### src/hdl/sfb_pkg.sv
// Purpose: Shared constants and types for the special-function register bank.
// Assumes: One clock domain; the core presents one data-memory access per cycle.
// Notes: Offsets are data-memory addresses as the core issues them.
`default_nettype none
package sfb_pkg;
	// Data-memory offsets of the special function registers.
	localparam logic [7:0] SFB_IND_A = 8'h00;
	localparam logic [7:0] SFB_PTR_A = 8'h01;
	localparam logic [7:0] SFB_IND_B = 8'h02;
	localparam logic [7:0] SFB_PTR_B = 8'h03;
	localparam logic [7:0] SFB_BANK = 8'h04;
	localparam logic [7:0] SFB_PCLOW = 8'h06;
	localparam logic [7:0] SFB_TBLPTR = 8'h07;
	localparam logic [7:0] SFB_TBLHI = 8'h08;
	localparam logic [7:0] SFB_STAT = 8'h0a;
	localparam logic [7:0] SFB_IRQC = 8'h0b;
	localparam logic [7:0] SFB_TIMER = 8'h0d;
	localparam logic [7:0] SFB_PORT = 8'h12;
	localparam logic [7:0] SFB_PORTDIR = 8'h13;
	localparam logic [7:0] SFB_PWM0 = 8'h1a;
	localparam logic [7:0] SFB_PWM1 = 8'h1b;
	localparam logic [7:0] SFB_ADCHI = 8'h24;
	localparam logic [7:0] SFB_ADCLO = 8'h25;
	// First general purpose byte of bank 0, and the EEPROM port in bank 1.
	localparam logic [7:0] SFB_GPR_BASE = 8'h40;
	localparam logic [7:0] SFB_EEPORT = 8'h40;
	// Bank select codes.
	localparam logic SFB_BANK0 = 1'b0;
	localparam logic SFB_BANK1 = 1'b1;
	// Status register bit positions.
	localparam int SFB_ST_C = 0;
	localparam int SFB_ST_AC = 1;
	localparam int SFB_ST_Z = 2;
	localparam int SFB_ST_OV = 3;
	localparam int SFB_ST_PDF = 4;
	localparam int SFB_ST_TO = 5;
	// Interrupt control: global gate position.
	localparam int SFB_IRQ_GATE = 0;
	// EEPROM port register bit positions; bits 3..0 read as zero.
	localparam int SFB_EE_CS = 4;
	localparam int SFB_EE_SK = 5;
	localparam int SFB_EE_DI = 6;
	localparam int SFB_EE_DO = 7;
	// Reset values.
	localparam logic [7:0] SFB_ZERO_RST = 8'h00;
	localparam logic [7:0] SFB_PORTDIR_RST = 8'hff;
	// Kind of location an access resolves to.
	typedef enum logic [1:0] {SFB_TGT_SFR, SFB_TGT_RAM, SFB_TGT_EEPORT, SFB_TGT_NONE} sfb_tgt_t;
endpackage
`default_nettype wire

### src/hdl/sfb_core.sv
// Purpose: Special function register bank, bank selection and status flags.
// Assumes: The core issues at most one read or write per cycle on MEM_*.
// Notes: Read data appears on MEM_RDATA one clock after MEM_RD.
// Operation
// Bank code 00 selects bank 0, 01 bank 1.
// First window and pointer always reach bank 0.
// EEPROM port at 40H bank 1, second window.
// Resets clear bank, except halted watchdog expiry.
// Special registers reachable from either bank.
// Direct addressing always reaches bank 0.
// Counter-low write jumps in page, one dummy.
// Table read stores high byte in table-high.
// Status writes never touch halted or expiry.
// Carry from add, no-borrow, rotate-through-carry.
// Half flag from low-nibble carry or no-borrow.
// Zero flag set on zero result.
// Overflow when top-bit carries in and out differ.
// Halted flag: power-up/watchdog-clear clear, halt sets.
// Expiry flag: power-up/clear/halt clear, expiry sets.
// Status not saved on interrupt or call.
// Global gate cleared on entry, set on return.
// Direction bit one input, zero output.
// Each modulator has its own duty register.
// Eight-bit result single register, nine-bit split.
// Timer is preloadable 8-bit up-counter.
// Unused special locations read zero.
// Small-RAM pointers read top bit one.
// Bank register keeps only its low bit.
`timescale 1ns/100ps
`default_nettype none
module sfb_core
	import sfb_pkg::*;
#(
	parameter int RAM_BYTES = 64,
	parameter int ADC_BITS = 9,
	parameter bit PTR_TOP_IMPL = 1'b0
)
(
	input wire logic CORE_CLK,
	input wire logic SYS_RST,
	input wire logic [7:0] MEM_ADDR,
	input wire logic MEM_RD,
	input wire logic MEM_WR,
	input wire logic [7:0] MEM_WDATA,
	output logic [7:0] MEM_RDATA,
	input wire logic ALU_UPD,
	input wire logic [7:0] ALU_A,
	input wire logic [7:0] ALU_B,
	input wire logic ALU_CIN,
	input wire logic ALU_SUB,
	input wire logic ROT_UPD,
	input wire logic ROT_CARRY,
	input wire logic LOGIC_UPD,
	input wire logic [7:0] LOGIC_RESULT,
	input wire logic HALT_EXEC,
	input wire logic WDT_CLR_EXEC,
	input wire logic WDT_TIMEOUT,
	input wire logic CHIP_RESET_REQ,
	input wire logic IRQ_ENTRY,
	input wire logic IRQ_RETURN,
	input wire logic [7:0] PC_LOW_NOW,
	input wire logic TBL_RD_DONE,
	input wire logic [15:0] TBL_WORD,
	input wire logic TMR_TICK,
	input wire logic ADC_DONE,
	input wire logic [ADC_BITS-1:0] ADC_RESULT,
	input wire logic [7:0] PORT_PIN_IN,
	input wire logic EE_DO_IN,
	output logic [7:0] STATUS_FLAGS,
	output logic BANK_SEL,
	output logic IRQ_GLOBAL_EN,
	output logic PC_JUMP,
	output logic [7:0] PC_JUMP_LOW,
	output logic DUMMY_CYCLE,
	output logic [7:0] TABLE_POINTER,
	output logic TMR_OVF,
	output logic [7:0] PORT_OUT,
	output logic [7:0] PORT_OE,
	output logic [7:0] PWM0_DUTY,
	output logic [7:0] PWM1_DUTY,
	output logic EE_CS,
	output logic EE_SK,
	output logic EE_DI
);
	logic [7:0] ptr_a; // First indirect pointer.
	logic [7:0] ptr_b; // Second indirect pointer.
	logic [7:0] tbl_hi; // High byte of the last table word.
	logic [7:0] irq_ctl; // Interrupt control register.
	logic [7:0] tmr; // Timer count.
	logic [7:0] adc_hi; // Result high byte, or the whole 8-bit result.
	logic [7:0] adc_lo; // Result low byte; lsb sits in bit 7.
	logic [7:0] ram [RAM_BYTES]; // General purpose bytes of bank 0.
	logic [8:0] sync1, sync2, sync3; // Pin synchronisers, EEPROM data on top.
	logic [8:0] pin_stable; // Filtered pin levels.
	logic ind_a, ind_b; // Access goes through a window.
	logic [7:0] eff_addr; // Resolved address.
	logic eff_bank; // Resolved bank.
	sfb_tgt_t tgt; // Kind of location reached.
	logic sfr_wr; // Write landing on a special register.
	localparam int RAM_AW = $clog2(RAM_BYTES); // Index width of the general purpose array.
	logic [RAM_AW-1:0] ram_idx; // Offset into the general purpose array.
	logic [7:0] sfr_val; // Special register read value.
	logic [7:0] rd_val; // Final read value.
	logic fc_carry, fc_half, fc_zero, fc_ovf; // Flags from the calculator.
	logic [3:0] next_arith; // Next C, AC, Z, OV.
	logic next_pdf, next_to; // Next halted and expiry flags.
	logic next_bank; // Next bank select.
	logic [7:0] next_irq; // Next interrupt control.
	logic [7:0] next_tmr; // Next timer count.

	// Classify a resolved address into the location it reaches.
	function automatic sfb_tgt_t resolve(input logic [7:0] addr, input logic bank);
		sfb_tgt_t t;
		t = SFB_TGT_NONE;
		if (addr < SFB_GPR_BASE)
		begin
			// Windows are not real storage: via a pointer they read zero.
			if (addr != SFB_IND_A && addr != SFB_IND_B)
			begin
				t = SFB_TGT_SFR;
			end
		end
		else if (bank == SFB_BANK1)
		begin
			if (addr == SFB_EEPORT)
			begin
				t = SFB_TGT_EEPORT;
			end
		end
		else if ({24'h0, addr} < 32'(int'(SFB_GPR_BASE) + RAM_BYTES))
		begin
			t = SFB_TGT_RAM;
		end
		return t;
	endfunction

	// Window decode and address resolution.
	assign ind_a = (MEM_ADDR == SFB_IND_A);
	assign ind_b = (MEM_ADDR == SFB_IND_B);
	assign eff_addr = ind_a ? ptr_a : (ind_b ? ptr_b : MEM_ADDR);
	// Only the second window honours the bank; direct and first window stay in bank 0.
	assign eff_bank = ind_b ? BANK_SEL : SFB_BANK0;
	assign tgt = resolve(eff_addr, eff_bank);
	assign sfr_wr = MEM_WR && (tgt == SFB_TGT_SFR);
	// Cut to the array's index width; only RAM targets ever use the index.
	assign ram_idx = RAM_AW'(eff_addr - SFB_GPR_BASE);

	sfb_flag_calc u_flag_calc
	(
		.a(ALU_A),
		.b(ALU_B),
		.cin(ALU_CIN),
		.sub(ALU_SUB),
		.carry(fc_carry),
		.half(fc_half),
		.zero(fc_zero),
		.ovf(fc_ovf)
	);

	// Special register read mux.
	always_comb
	begin
		sfr_val = SFB_ZERO_RST;
		case (eff_addr)
			// Pointers without a top bit read it back as one.
			SFB_PTR_A: sfr_val = {PTR_TOP_IMPL ? ptr_a[7] : 1'b1, ptr_a[6:0]};
			SFB_PTR_B: sfr_val = {PTR_TOP_IMPL ? ptr_b[7] : 1'b1, ptr_b[6:0]};
			SFB_BANK: sfr_val = {7'h00, BANK_SEL};
			SFB_PCLOW: sfr_val = PC_LOW_NOW;
			SFB_TBLPTR: sfr_val = TABLE_POINTER;
			SFB_TBLHI: sfr_val = tbl_hi;
			SFB_STAT: sfr_val = STATUS_FLAGS;
			SFB_IRQC: sfr_val = irq_ctl;
			SFB_TIMER: sfr_val = tmr;
			// Input bits show the pin, output bits show the latch.
			SFB_PORT: sfr_val = (PORT_OE & PORT_OUT) | (~PORT_OE & pin_stable[7:0]);
			SFB_PORTDIR: sfr_val = ~PORT_OE;
			SFB_PWM0: sfr_val = PWM0_DUTY;
			SFB_PWM1: sfr_val = PWM1_DUTY;
			SFB_ADCHI: sfr_val = adc_hi;
			SFB_ADCLO: sfr_val = adc_lo;
			default: sfr_val = SFB_ZERO_RST;
		endcase
	end

	// Final read selection by location kind.
	always_comb
	begin
		unique case (tgt)
			SFB_TGT_SFR: rd_val = sfr_val;
			SFB_TGT_RAM: rd_val = ram[ram_idx];
			SFB_TGT_EEPORT: rd_val = {pin_stable[8], EE_DI, EE_SK, EE_CS, 4'h0};
			SFB_TGT_NONE: rd_val = SFB_ZERO_RST;
		endcase
	end

	// Arithmetic flags; one update source per cycle, ALU first.
	always_comb
	begin
		next_arith = STATUS_FLAGS[3:0];
		if (ALU_UPD)
		begin
			next_arith = {fc_ovf, fc_zero, fc_half, fc_carry};
		end
		else if (ROT_UPD)
		begin
			next_arith[SFB_ST_C] = ROT_CARRY;
		end
		else if (LOGIC_UPD)
		begin
			next_arith[SFB_ST_Z] = (LOGIC_RESULT == 8'h00);
		end
		else if (sfr_wr && eff_addr == SFB_STAT)
		begin
			// Writes reach only the low four bits.
			next_arith = MEM_WDATA[3:0];
		end
	end

	// Halt sets, clear wins only when nothing sets.
	assign next_pdf = HALT_EXEC ? 1'b1 : (WDT_CLR_EXEC ? 1'b0 : STATUS_FLAGS[SFB_ST_PDF]);
	assign next_to = WDT_TIMEOUT ? 1'b1 :
		((WDT_CLR_EXEC || HALT_EXEC) ? 1'b0 : STATUS_FLAGS[SFB_ST_TO]);

	// A watchdog expiry while halted is a wake-up and must keep the bank.
	assign next_bank = (CHIP_RESET_REQ || (WDT_TIMEOUT && !STATUS_FLAGS[SFB_ST_PDF])) ? SFB_BANK0 :
		((sfr_wr && eff_addr == SFB_BANK) ? MEM_WDATA[0] : BANK_SEL);

	// Interrupt entry clears the gate, return sets it; status is left alone.
	always_comb
	begin
		next_irq = irq_ctl;
		if (sfr_wr && eff_addr == SFB_IRQC)
		begin
			next_irq = MEM_WDATA;
		end
		if (IRQ_ENTRY)
		begin
			next_irq[SFB_IRQ_GATE] = 1'b0;
		end
		else if (IRQ_RETURN)
		begin
			next_irq[SFB_IRQ_GATE] = 1'b1;
		end
	end

	// Preload wins over a tick in the same cycle.
	assign next_tmr = (sfr_wr && eff_addr == SFB_TIMER) ? MEM_WDATA :
		(TMR_TICK ? tmr + 8'h01 : tmr);
	assign IRQ_GLOBAL_EN = irq_ctl[SFB_IRQ_GATE];

	// Status, bank and interrupt control; power-up clears every flag.
	always_ff @(posedge CORE_CLK or posedge SYS_RST)
	begin
		if (SYS_RST)
		begin
			STATUS_FLAGS <= SFB_ZERO_RST;
			BANK_SEL <= SFB_BANK0;
			irq_ctl <= SFB_ZERO_RST;
		end
		else
		begin
			STATUS_FLAGS <= {2'b00, next_to, next_pdf, next_arith};
			BANK_SEL <= next_bank;
			irq_ctl <= next_irq;
		end
	end

	// Pointers and table registers.
	always_ff @(posedge CORE_CLK or posedge SYS_RST)
	begin
		if (SYS_RST)
		begin
			ptr_a <= SFB_ZERO_RST;
			ptr_b <= SFB_ZERO_RST;
			TABLE_POINTER <= SFB_ZERO_RST;
			tbl_hi <= SFB_ZERO_RST;
		end
		else
		begin
			if (sfr_wr && eff_addr == SFB_PTR_A)
			begin
				ptr_a <= MEM_WDATA;
			end
			if (sfr_wr && eff_addr == SFB_PTR_B)
			begin
				ptr_b <= MEM_WDATA;
			end
			if (sfr_wr && eff_addr == SFB_TBLPTR)
			begin
				TABLE_POINTER <= MEM_WDATA;
			end
			// The low byte goes to the core's own destination.
			if (TBL_RD_DONE)
			begin
				tbl_hi <= TBL_WORD[15:8];
			end
		end
	end

	// Counter-low writes: an in-page jump plus one inserted dummy cycle.
	always_ff @(posedge CORE_CLK or posedge SYS_RST)
	begin
		if (SYS_RST)
		begin
			PC_JUMP <= 1'b0;
			DUMMY_CYCLE <= 1'b0;
			PC_JUMP_LOW <= SFB_ZERO_RST;
		end
		else
		begin
			PC_JUMP <= sfr_wr && eff_addr == SFB_PCLOW;
			DUMMY_CYCLE <= sfr_wr && eff_addr == SFB_PCLOW;
			if (sfr_wr && eff_addr == SFB_PCLOW)
			begin
				PC_JUMP_LOW <= MEM_WDATA;
			end
		end
	end

	// Timer, modulator duties and converter result.
	always_ff @(posedge CORE_CLK or posedge SYS_RST)
	begin
		if (SYS_RST)
		begin
			tmr <= SFB_ZERO_RST;
			TMR_OVF <= 1'b0;
			PWM0_DUTY <= SFB_ZERO_RST;
			PWM1_DUTY <= SFB_ZERO_RST;
			adc_hi <= SFB_ZERO_RST;
			adc_lo <= SFB_ZERO_RST;
		end
		else
		begin
			tmr <= next_tmr;
			TMR_OVF <= TMR_TICK && tmr == 8'hff && !(sfr_wr && eff_addr == SFB_TIMER);
			if (sfr_wr && eff_addr == SFB_PWM0)
			begin
				PWM0_DUTY <= MEM_WDATA;
			end
			if (sfr_wr && eff_addr == SFB_PWM1)
			begin
				PWM1_DUTY <= MEM_WDATA;
			end
			// The narrow variant fills one register and leaves the low byte zero.
			if (ADC_DONE)
			begin
				adc_hi <= ADC_RESULT[ADC_BITS-1 -: 8];
				adc_lo <= (ADC_BITS > 8) ? {ADC_RESULT[0], 7'h00} : SFB_ZERO_RST;
			end
		end
	end

	// Port latch, direction and EEPROM port pins.
	always_ff @(posedge CORE_CLK or posedge SYS_RST)
	begin
		if (SYS_RST)
		begin
			PORT_OUT <= SFB_ZERO_RST;
			PORT_OE <= ~SFB_PORTDIR_RST;
			EE_CS <= 1'b0;
			EE_SK <= 1'b0;
			EE_DI <= 1'b0;
		end
		else
		begin
			if (sfr_wr && eff_addr == SFB_PORT)
			begin
				PORT_OUT <= MEM_WDATA;
			end
			// A one makes the pin an input, so the drive enable is its inverse.
			if (sfr_wr && eff_addr == SFB_PORTDIR)
			begin
				PORT_OE <= ~MEM_WDATA;
			end
			if (MEM_WR && tgt == SFB_TGT_EEPORT)
			begin
				EE_CS <= MEM_WDATA[SFB_EE_CS];
				EE_SK <= MEM_WDATA[SFB_EE_SK];
				EE_DI <= MEM_WDATA[SFB_EE_DI];
			end
		end
	end

	// Three-stage pin synchroniser; a level counts once stages two and three agree.
	always_ff @(posedge CORE_CLK or posedge SYS_RST)
	begin
		if (SYS_RST)
		begin
			sync1 <= 9'h000;
			sync2 <= 9'h000;
			sync3 <= 9'h000;
			pin_stable <= 9'h000;
		end
		else
		begin
			sync1 <= {EE_DO_IN, PORT_PIN_IN};
			sync2 <= sync1;
			sync3 <= sync2;
			pin_stable <= (sync2 & ~(sync2 ^ sync3)) | (pin_stable & (sync2 ^ sync3));
		end
	end

	// General purpose memory; contents are undefined after power-up.
	always_ff @(posedge CORE_CLK)
	begin
		if (MEM_WR && tgt == SFB_TGT_RAM)
		begin
			ram[ram_idx] <= MEM_WDATA;
		end
	end

	// Registered read data, held between reads.
	always_ff @(posedge CORE_CLK or posedge SYS_RST)
	begin
		if (SYS_RST)
		begin
			MEM_RDATA <= SFB_ZERO_RST;
		end
		else if (MEM_RD)
		begin
			MEM_RDATA <= rd_val;
		end
	end
endmodule // sfb_core
`default_nettype wire

### src/hdl/sfb_flag_calc.sv
// Purpose: Arithmetic flag evaluation for add and subtract operations.
// Assumes: Subtract is presented as a plus inverted b plus carry in.
// Notes: Purely combinational; the register bank stores the results.
`timescale 1ns/100ps
`default_nettype none
module sfb_flag_calc
(
	input wire logic [7:0] a,
	input wire logic [7:0] b,
	input wire logic cin,
	input wire logic sub,
	output logic carry,
	output logic half,
	output logic zero,
	output logic ovf
);
	logic [7:0] b_eff; // Operand b after inversion for subtract.
	logic [4:0] low_sum; // Low-nibble sum with its carry.
	logic [7:0] low7_sum; // Bits 6..0 sum; bit 7 is carry into the top bit.
	logic [8:0] full_sum; // Whole sum with carry out.

	// Subtract without borrow leaves a carry, so carry means no borrow.
	assign b_eff = sub ? ~b : b;
	assign low_sum = {1'b0, a[3:0]} + {1'b0, b_eff[3:0]} + {4'h0, cin};
	assign low7_sum = {1'b0, a[6:0]} + {1'b0, b_eff[6:0]} + {7'h00, cin};
	assign full_sum = {1'b0, a} + {1'b0, b_eff} + {8'h00, cin};
	assign carry = full_sum[8];
	assign half = low_sum[4];
	assign zero = (full_sum[7:0] == 8'h00);
	assign ovf = low7_sum[7] ^ full_sum[8];
endmodule // sfb_flag_calc
`default_nettype wire

### config.mk
export PLATFORM = sky130hd
export DESIGN_NAME = sfb_core
export DESIGN_NICKNAME = d
export VERILOG_FILES = /design/src/hdl/sfb_pkg.sv /design/src/hdl/sfb_core.sv /design/src/hdl/sfb_flag_calc.sv
export SDC_FILE = /design/constraint.sdc
export NUM_CORES = 1
export LEC_CHECK = 0
export BUFFER_PORTS_ARGS = -buffer_cell sky130_fd_sc_hd__buf_2
export CAP_MARGIN = 15
export CORE_MARGIN = 2
export CORE_UTILIZATION = 40
export CTS_CLUSTER_DIAMETER = 80
export DETAILED_ROUTE_END_ITERATION = 16
export PLACE_DENSITY_LB_ADDON = 0.1
export SLEW_MARGIN = 10
export SYNTH_ARGS = -nofsm -noshare
export SYNTH_HDL_FRONTEND = slang
export SYNTH_SLANG_ARGS = --single-unit
### constraint.sdc
create_clock -name CORE_CLK -period 13.4 [get_ports CORE_CLK]
set_input_delay 1.34 -clock CORE_CLK [delete_from_list [all_inputs] [get_ports CORE_CLK]]
set_output_delay 1.34 -clock CORE_CLK [all_outputs]
set_load 0.01 [all_outputs]
==> results.toml, run 1 <==
[timing]
relSlewSlack = 0.199
tns_ns = 0
fmax_ghz = 0.159
drv_slew = 0
hold_violations = 0
finClkSkew_ns = 0.0191
timing.final.crit_share = 0.470
hold-worst-slack_ns = 0.345
period_minus_slack_ns = 6.30
setup_viol = 0
worst_slew_pin_slew_ns = 1.20
rsz0062_at_grt = "false"

[cells_and_area]
mostFrequentLayoutCell = "edfxtp_1"
layout_common_cells = "edfxtp_1 (512), nand2_1 (351), buf_2 (162)"
drive_above_1_share = 0.195
final_util = 0.459
postLayoutCellArea_um2 = 32000
area_growth_pct = 14.0
nets = 2366

[floorplan]
dieArea_um2 = 72400
initial_core_util = 0.403
core_um2 = 69800
row_count = 97
die_x_um = 269
die_height_um = 269
ios = 173

[setup_path]
cp.arrival_ns = 6.77
required_ns = 13.87
critPathCaptureType = "register"
cpMaxStageDelayCell = "or4_1"
start_kind = "input port"
path_common_cell = "buf_4"
path_cells = "buf_2 > or4_1 > o41ai_4 > buf_4 > buf_4 > buf_4 > mux2i_1 > mux2i_1 > o221ai_1 > a221oi_1 > o31ai_1 > a31oi_1"
crit_family = "buffers and inverters"
critPathBufInv = 4
worstSetupPathType = "in2reg"
cp_max_fo = 60
crit_path_max_incr_delay_ns = 0.90

[power_and_ir_drop]
p_leak_nw = 11.7
cellPowerDensity_nw_per_um2 = 142
irDropWorstVdd_mv = 0.0790

[grt]
antenna_found_initial = 2
first_global_vias = 18300
grt_pass1_wl_um = 128000
gr-usage-met3 = 0.0392
grt_max_degree = 131
grt_use_met2 = 0.400
track_usage = 0.246
grt_util_met1 = 0.339
grt.busiest_layer = "met2"
grt_overflow_total = 0

[cts]
max-clock-path-buffers = 3
cts.clk_slew.worst_paths_ns = 0.06
ctsResizeCount = 0
worstSkewPairLatency_ns = 0.62
post_cts_buffers = 0
htreeDepth = 3
cts_sinks = 665
cts_inserted_buffers = 74
cts_tree = "built"
ctsHoldBuffers = 0
cts_root_buf = "clkbuf_16"

[drt]
via_per_inst = 5.80
via_count = 18800
drt-wirelength-per-cell_um = 27.4
ant_nets = 0
drc_errors = 0
drt_iter0_markers = 1963
wirelength_um = 89000
drtPass1Iterations = 5

[logic_synthesis]
synth_seq_cells = 665
syn_area_um2 = 28100
synth_cells = 2103
synth_edf_count = 512
synth_ff_type = "edfxtp_1"
ys_types = 90
seq_area_frac_synth = 0.683
async_flop_share = 0.230
ys.warnings.count = 0
avgSynthCellArea_um2 = 13.4

[place]
place.gp.congestion = 0.877
hpwl_um = 55100
place_area_um2 = 29800
io_buffer_count = 162

[flow_run]
cap_violations = 0

[worst_hold_path]
hold_path.class = "reg2reg"

[run_status]
status = "finished clean"
## worst paths after layout
| check | depth (start not counted) | start | slack, ns | endpoint |
|---|---|---|---|---|
| max | 12 | MEM_ADDR[5] | 7.10 | MEM_RDATA[0] |
| min | 0 | sync1[8] | 0.34 | sync2[8] |
| max reg2reg | 11 | ptr_a[0] | 8.39 | MEM_RDATA[0] |
| min reg2reg | 0 | sync1[8] | 0.34 | sync2[8] |
| max in group asynchronous | 3 | SYS_RST | 11.17 | sync3[8] |
| min in group asynchronous | 2 | SYS_RST | 0.93 | asynchronous set/reset pin |
## power breakdown
group | internal (W) | leakage, nW | switching [W] | total, W
Clock | 0.00109 | 1.07 | 0.000801 | 0.00189
Sequential | 0.00226 | 6.55 | 0.0000462 | 0.00231
Combinational | 0.000111 | 4.04 | 0.000238 | 0.000349
## per-layer routing
metal | part of all wire | wire length (um) | vias to the layer above
li1 | - | - | 8273
met1 | 0.43 | 38300 | 9686
met2 | 0.48 | 42400 | 721
met3 | 0.065 | 5750 | 144
met4 | 0.029 | 2600 | 0
met5 | 0 | 0 | -
## sequential cells by signal, summed over array words and instances (netlist names), 6 cells and up, named ones only
register,cells
MEM_RDATA,8
tmr,8
PWM1_DUTY,8
TABLE_POINTER,8
adc_hi,8
ram,512
PC_JUMP_LOW,8
PORT_OE,8
PORT_OUT,8
sync3,9
STATUS_FLAGS,6
tbl_hi,8
sync2,9
irq_ctl,8
PWM0_DUTY,8
sync1,9
ptr_a,8
ptr_b,8
## area by class of cell
type,instances,area (um^2)
multi-input cells,1284,8190
inverters,21,83.8
diodes,1,2.50
flip-flops and latches,665,19200
repair buffers,209,1180
fillers,6287,37700
well taps,940,1180
clock buffers,106,2110
clock inverters,22,103
## cells in the mapped netlist, types with 6 or more instances
cell type  number  area [um^2]
a211oi_1       14          105
a21oi_1        53          265
a221o_1         8         80.1
a221oi_1        7         61.3
a22oi_1        18          135
a311oi_1       10         87.6
a31oi_1        19          119
a32oi_1        21          184
a41oi_1         6         52.6
and2_1          6         37.5
and3_1         27          169
buf_1           7         26.3
buf_2          56          280
buf_4          16          120
buf_6           6         67.6
clkbuf_1       49          184
dfrtp_1       153         3830
edfxtp_1      512        15400
ha_1            8          100
inv_1          20         75.1
maj3_1          9         90.1
mux2_2        102         1150
mux2i_1        52          521
nand2_1       351         1320
nand3_1       110          551
nand4_1        27          169
nor2_1        117          439
nor3_1         26          130
nor4_1         27          169
nor4_2          8          100
o21ai_0        40          200
o21ai_1        16         80.1
o221ai_1        7         61.3
o22ai_1        39          244
o32ai_1         6         52.6
or3_1          12         75.1
xnor2_1         6         52.6
xor2_1         13          114
## worst reg2reg max path: cells and delay by family, from the launching register on
family	cells	cell delay, ns
buffers and inverters	3	2.30
DFF	1	0.41
muxes	3	0.60
AOI/OAI and AO/OA	5	1.54
## kinds of logic after synthesis
group / after synthesis / share of synthesized area
AO/OA/AOI/OAI: 335 / 0.0868
XOR/XNOR: 19 / 0.00592
adder cells (fa/ha/maj): 19 / 0.00819
buffers and inverters: 155 / 0.0269
flip-flops: 665 / 0.683
multiplexers: 160 / 0.0639
other: 1 / 0.000133
AND/OR/NAND/NOR: 749 / 0.125
## through the flow
step | total power [W] | worst slack [ns] | instances
floorplan | 0.00253 | 7.94 | 2104
global placement | 0.00270 | 6.44 | 3119
detailed placement | 0.00270 | 6.43 | 3119
CTS | 0.00458 | 7.07 | 3247
global route | 0.00469 | 6.82 | 3248
finish | 0.00455 | 7.10 | 3248
(Power assumes the default switching activity.)
==> run 2: changes to the inputs <==
==> constraint.sdc (replaced) <==
create_clock -name CORE_CLK -period 6.6 [get_ports CORE_CLK]
set_input_delay 0.66 -clock CORE_CLK [delete_from_list [all_inputs] [get_ports CORE_CLK]]
set_output_delay 0.66 -clock CORE_CLK [all_outputs]
set_load 0.01 [all_outputs]
==> run 2 against run 1 <==
Compared with the run above: critical path depth down 7; cell area is 1.4% higher; final cell count increased by 1.0%; die area stayed put; clock power rose by 120%; critical path type unchanged; largest power group unchanged; highest routed layer is now met5.
==> results.toml, run 2 (synthesis gave the netlist of run 1 again) <==
[run_status]
status = "finished clean"

[cells_and_area]
postLayoutCellArea_um2 = 32500
largest_register = "ram"
diodes = 0
largest_register_ffs = 512
stdcell_count = 3281
fillers = 6306
drive_above_1_share = 0.214
area_growth_pct = 15.7
mostFrequentLayoutCell = "edfxtp_1"
layout_common_cells = "edfxtp_1 (512), nand2_1 (351), buf_2 (162)"
nets = 2399

[cts]
cts_sinks = 665
ctsHoldBuffers = 0
worstSkewPairLatency_ns = 0.63
cts.clk_slew.worst_paths_ns = 0.06
cts_tree = "built"
cts_inserted_buffers = 74
ctsResizeCount = 0
cts_root_buf = "clkbuf_16"
max-clock-path-buffers = 3
htreeDepth = 3
post_cts_buffers = 0

[power_and_ir_drop]
irDropWorstVdd_mv = 0.207
p_leak_nw = 11.9
cellPowerDensity_nw_per_um2 = 293

[worst_hold_path]
holdPathStages = 1
hold_path.class = "in2reg"

[timing]
hold-worst-slack_ns = 0.138
fmax_ghz = 0.210
finClkSkew_ns = 0.0278
period_minus_slack_ns = 4.77
tns_ns = 0
hold_violations = 0
rsz0062_at_grt = "false"
setup_ws_ns = 1.83
setup_viol = 0
timing.final.crit_share = 0.723
worst_slew_pin_slew_ns = 1.29
drv_slew = 0
relSlewSlack = 0.140

[setup_path]
path_cells = "buf_2 > or4_1 > o41ai_4 > nand4_1 > nor2_1"
required_ns = 6.84
start_kind = "input port"
worstSetupPathType = "in2reg"
reg2regPathDepth = 5
cpMaxStageDelayCell = "o41ai_4"
cp_max_fo = 14
cp.arrival_ns = 5.01
critPathCaptureType = "register"
crit_path_max_incr_delay_ns = 1.23

[grt]
track_usage = 0.248
grt_pass1_wl_um = 129000
grt_max_degree = 88
grt_overflow_total = 0
antenna_found_initial = 2
first_global_vias = 18400

[floorplan]
initial_core_util = 0.403
ios = 173
die_height_um = 269
row_count = 97
die_x_um = 269
dieArea_um2 = 72400
core_um2 = 69800

[place]
io_buffer_count = 162
place_area_um2 = 30100
place_inst = 3152
dp_slack_ns = 1.29
hpwl_um = 57200
place.gp.congestion = 0.889

[drt]
via_count = 19000
drt_iter0_markers = 2036
wirelength_um = 90100
drc_errors = 0
drt-wirelength-per-cell_um = 27.5
drtPass1Iterations = 6
via_per_inst = 5.80
ant_nets = 0

[flow_run]
cap_violations = 0
[run 2: final timing paths]
| path | start | end | slack [ns] |
|---|---|---|---|
| worst max-delay path | MEM_ADDR[4] | ram[54][5] | 1.83 |
| worst max register to register | ptr_b[1] | ram[54][5] | 2.40 |
| max in group asynchronous | SYS_RST | asynchronous set/reset pin | 4.95 |
| worst min-delay path | PORT_PIN_IN[7] | sync1[7] | 0.14 |
| min in group asynchronous | SYS_RST | asynchronous set/reset pin | 0.15 |
| worst min register to register | sync1[3] | sync2[3] | 0.35 |
[run 2: critical path, delay by kind of cell]
family          cells  cell delay, ns
simple gates        3            2.96
compound gates      1            1.23
buf+inv             1            0.13
[run 2: through the flow]
step                total power (W)   util
floorplan                   0.00513      -
global placement            0.00548  0.432
detailed placement          0.00550  0.432
CTS                         0.00959  0.466
global route                0.00981  0.466
finish                      0.00951  0.466
[run 2: power breakdown]
part | internal, W | switching (W) | leakage, nW
Clock | 0.00241 | 0.00169 | 1.17
Combinational | 0.000231 | 0.000490 | 4.23
Sequential | 0.00460 | 0.0000979 | 6.55
Total | 0.00724 | 0.00227 | 11.9
[run 2: cell type report]
type | count | area, um^2 | share of cell area
multi-input combinational | 1284 | 8190 | 0.252
tap | 940 | 1180 | 0.0362
clock buffer | 94 | 2030 | 0.0624
clock inverter | 35 | 363 | 0.0112
inverter | 21 | 83.8 | 0.00258
timing repair buffer | 242 | 1460 | 0.0450
sequential | 665 | 19200 | 0.591
[run 2: per-layer routing]
layer | up-vias | track usage | part of all wire
li1 | 8321 | - | -
met1 | 9768 | 0.346 | 0.42
met2 | 805 | 0.399 | 0.47
met3 | 142 | 0.0415 | 0.074
met4 | 2 | 0.0713 | 0.028
met5 | - | 0 | 0.00010
==> run 3: changes to the inputs <==
==> constraint.sdc (replaced) <==
create_clock -name CORE_CLK -period 4.2 [get_ports CORE_CLK]
set_input_delay 0.42 -clock CORE_CLK [delete_from_list [all_inputs] [get_ports CORE_CLK]]
set_output_delay 0.42 -clock CORE_CLK [all_outputs]
set_load 0.01 [all_outputs]
==> run 3 against run 2 <==
Compared with the run above: final cell count rose by 4.6%; via count rose by 2.8%; non-clock buffer count rose by 147; first-iteration DRC count fell by 3.3%; wire length rose by 1.5%; clock-buffer cell count rose by 4; total power rose by 59%; largest cell class unchanged; hold slack got worse by 0.11 ns; core utilization rose by 1.9 points.
==> results.toml, run 3 (synthesis gave the netlist of run 1 again) <==
[run_status]
status = "finished clean"

[grt]
grt_pass1_wl_um = 132000
grt_util_met1 = 0.347
grt_max_degree = 76
grt_overflow_total = 0
first_global_vias = 19000
grt.busiest_layer = "met2"
antenna_found_initial = 2
gr-usage-met3 = 0.0488
grt_use_met2 = 0.409
track_usage = 0.253

[power_and_ir_drop]
cellPowerDensity_nw_per_um2 = 447
p_leak_nw = 12.7
irDropWorstVdd_mv = 0.307

[timing]
finClkSkew_ns = 0.0280
relSlewSlack = 0.277
hold_violations = 0
rsz0062_at_grt = "false"
timing.final.crit_share = 0.852
fmax_ghz = 0.279
tns_ns = 0
worst_slew_pin_slew_ns = 1.08
period_minus_slack_ns = 3.58
setup_viol = 0
drv_slew = 0

[setup_path]
start_kind = "register"
reg2regPathDepth = 10
cp.arrival_ns = 4.13
reg2reg_slack_ns = 0.62
critPathCaptureType = "register"
required_ns = 4.75
worstReg2RegStart = "ptr_b[2]"
reg2reg_to = "MEM_RDATA[0]"
worstSetupPathType = "reg2reg"
cp_max_fo = 16

[drt]
drt-wirelength-per-cell_um = 26.7
drt_iter0_markers = 1968
drc_errors = 0
drtPass1Iterations = 8
via_count = 19600
ant_nets = 0
wirelength_um = 91500
via_per_inst = 5.70

[cells_and_area]
diodes = 0
layout_common_cells = "edfxtp_1 (512), nand2_1 (351), buf_4 (195)"
final_util = 0.485
area_growth_pct = 20.4
largest_register = "ram"
nets = 2547
mostFrequentLayoutCell = "edfxtp_1"
stdcell_count = 3432
largest_register_ffs = 512
drive_above_1_share = 0.251

[worst_hold_path]
hold_path.class = "in2reg"
holdPathEnd = "irq_ctl[0]"
worstHoldStart = "IRQ_RETURN"
holdPathStages = 3

[place]
io_buffer_count = 162
place_inst = 3282
place.gp.congestion = 0.906
hpwl_um = 62300

[floorplan]
initial_core_util = 0.403
dieArea_um2 = 72400
ios = 173
die_height_um = 269
core_um2 = 69800
row_count = 97
die_x_um = 269

[cts]
cts_inserted_buffers = 75
htreeDepth = 3
cts_sinks = 665
cts_root_buf = "clkbuf_16"
cts_tree = "built"
post_cts_buffers = 0
max-clock-path-buffers = 3
worstSkewPairLatency_ns = 0.64
cts.clk_slew.worst_paths_ns = 0.06

[flow_run]
cap_violations = 0
[run 3: through the flow]
stage          hold slack [ns]  setup WS (ns)  total power (W)  area [um^2]
6_report                0.0292          0.622           0.0151        33800
5_1_grt                 0.0180          0.582           0.0156        33800
4_1_cts                0.00412          0.637           0.0152        33800
3_5_place_dp             0.335          0.197          0.00871        31200
3_3_place_gp             0.333          0.204          0.00870        31200
2_1_floorplan            0.331          0.752          0.00807        28100
[run 3: how the worst max path moves through the flow]
stage	endpoint	cells after the start	slack, ns	start
2_1_floorplan	ram[56][0]	11	0.75	MEM_ADDR[4]
3_3_place_gp	MEM_RDATA[0]	12	0.20	MEM_ADDR[4]
3_5_place_dp	MEM_RDATA[0]	11	0.20	MEM_ADDR[1]
4_1_cts	MEM_RDATA[0]	10	0.64	ptr_b[2]
5_1_grt	MEM_RDATA[3]	9	0.58	ptr_a[3]
6_report	MEM_RDATA[0]	10	0.62	ptr_b[2]
[run 3: layout make-up]
| class | count | area [um^2] |
|---|---|---|
| well taps | 940 | 1180 |
| repair buffers | 389 | 2760 |
| clock buffers | 98 | 2100 |
| fillers | 6184 | 36000 |
| clock inverters | 35 | 320 |
| flip-flops and latches | 665 | 19200 |
| inverters | 21 | 82.6 |
| multi-input cells | 1284 | 8190 |
[run 3: what timing repair did]
action / CTS / global route
hold buffers: 16 / 0
endpoints found under the hold margin: 44 / 0
resized for setup: 0 / 0
endpoints found under the setup margin: 0 / 0
[run 3: critical path, stage by stage, from the launching register on]
cell and delay, ns:
dfrtp_1 0.41, mux2_2 0.36, a41oi_4 0.69, buf_12 0.27
nand2_1 0.07, a32oi_1 0.39, o221ai_1 0.20, a221oi_1 0.51
buf_4 0.21, o31ai_1 0.16, a31oi_1 0.23
[run 3: report_power, final]
group	switching (W)	leakage, nW	internal [W]
sequential	0.000148	6.55	0.00722
clock	0.00264	1.18	0.00387
combinational	0.000792	5.00	0.000438
total	0.00358	12.7	0.0115
[run 3: metal layers]
layer	vias up	wire, um
li1	8631	-
met1	9953	39200
met2	811	43200
met3	166	6600
met4	2	2560
met5	-	13
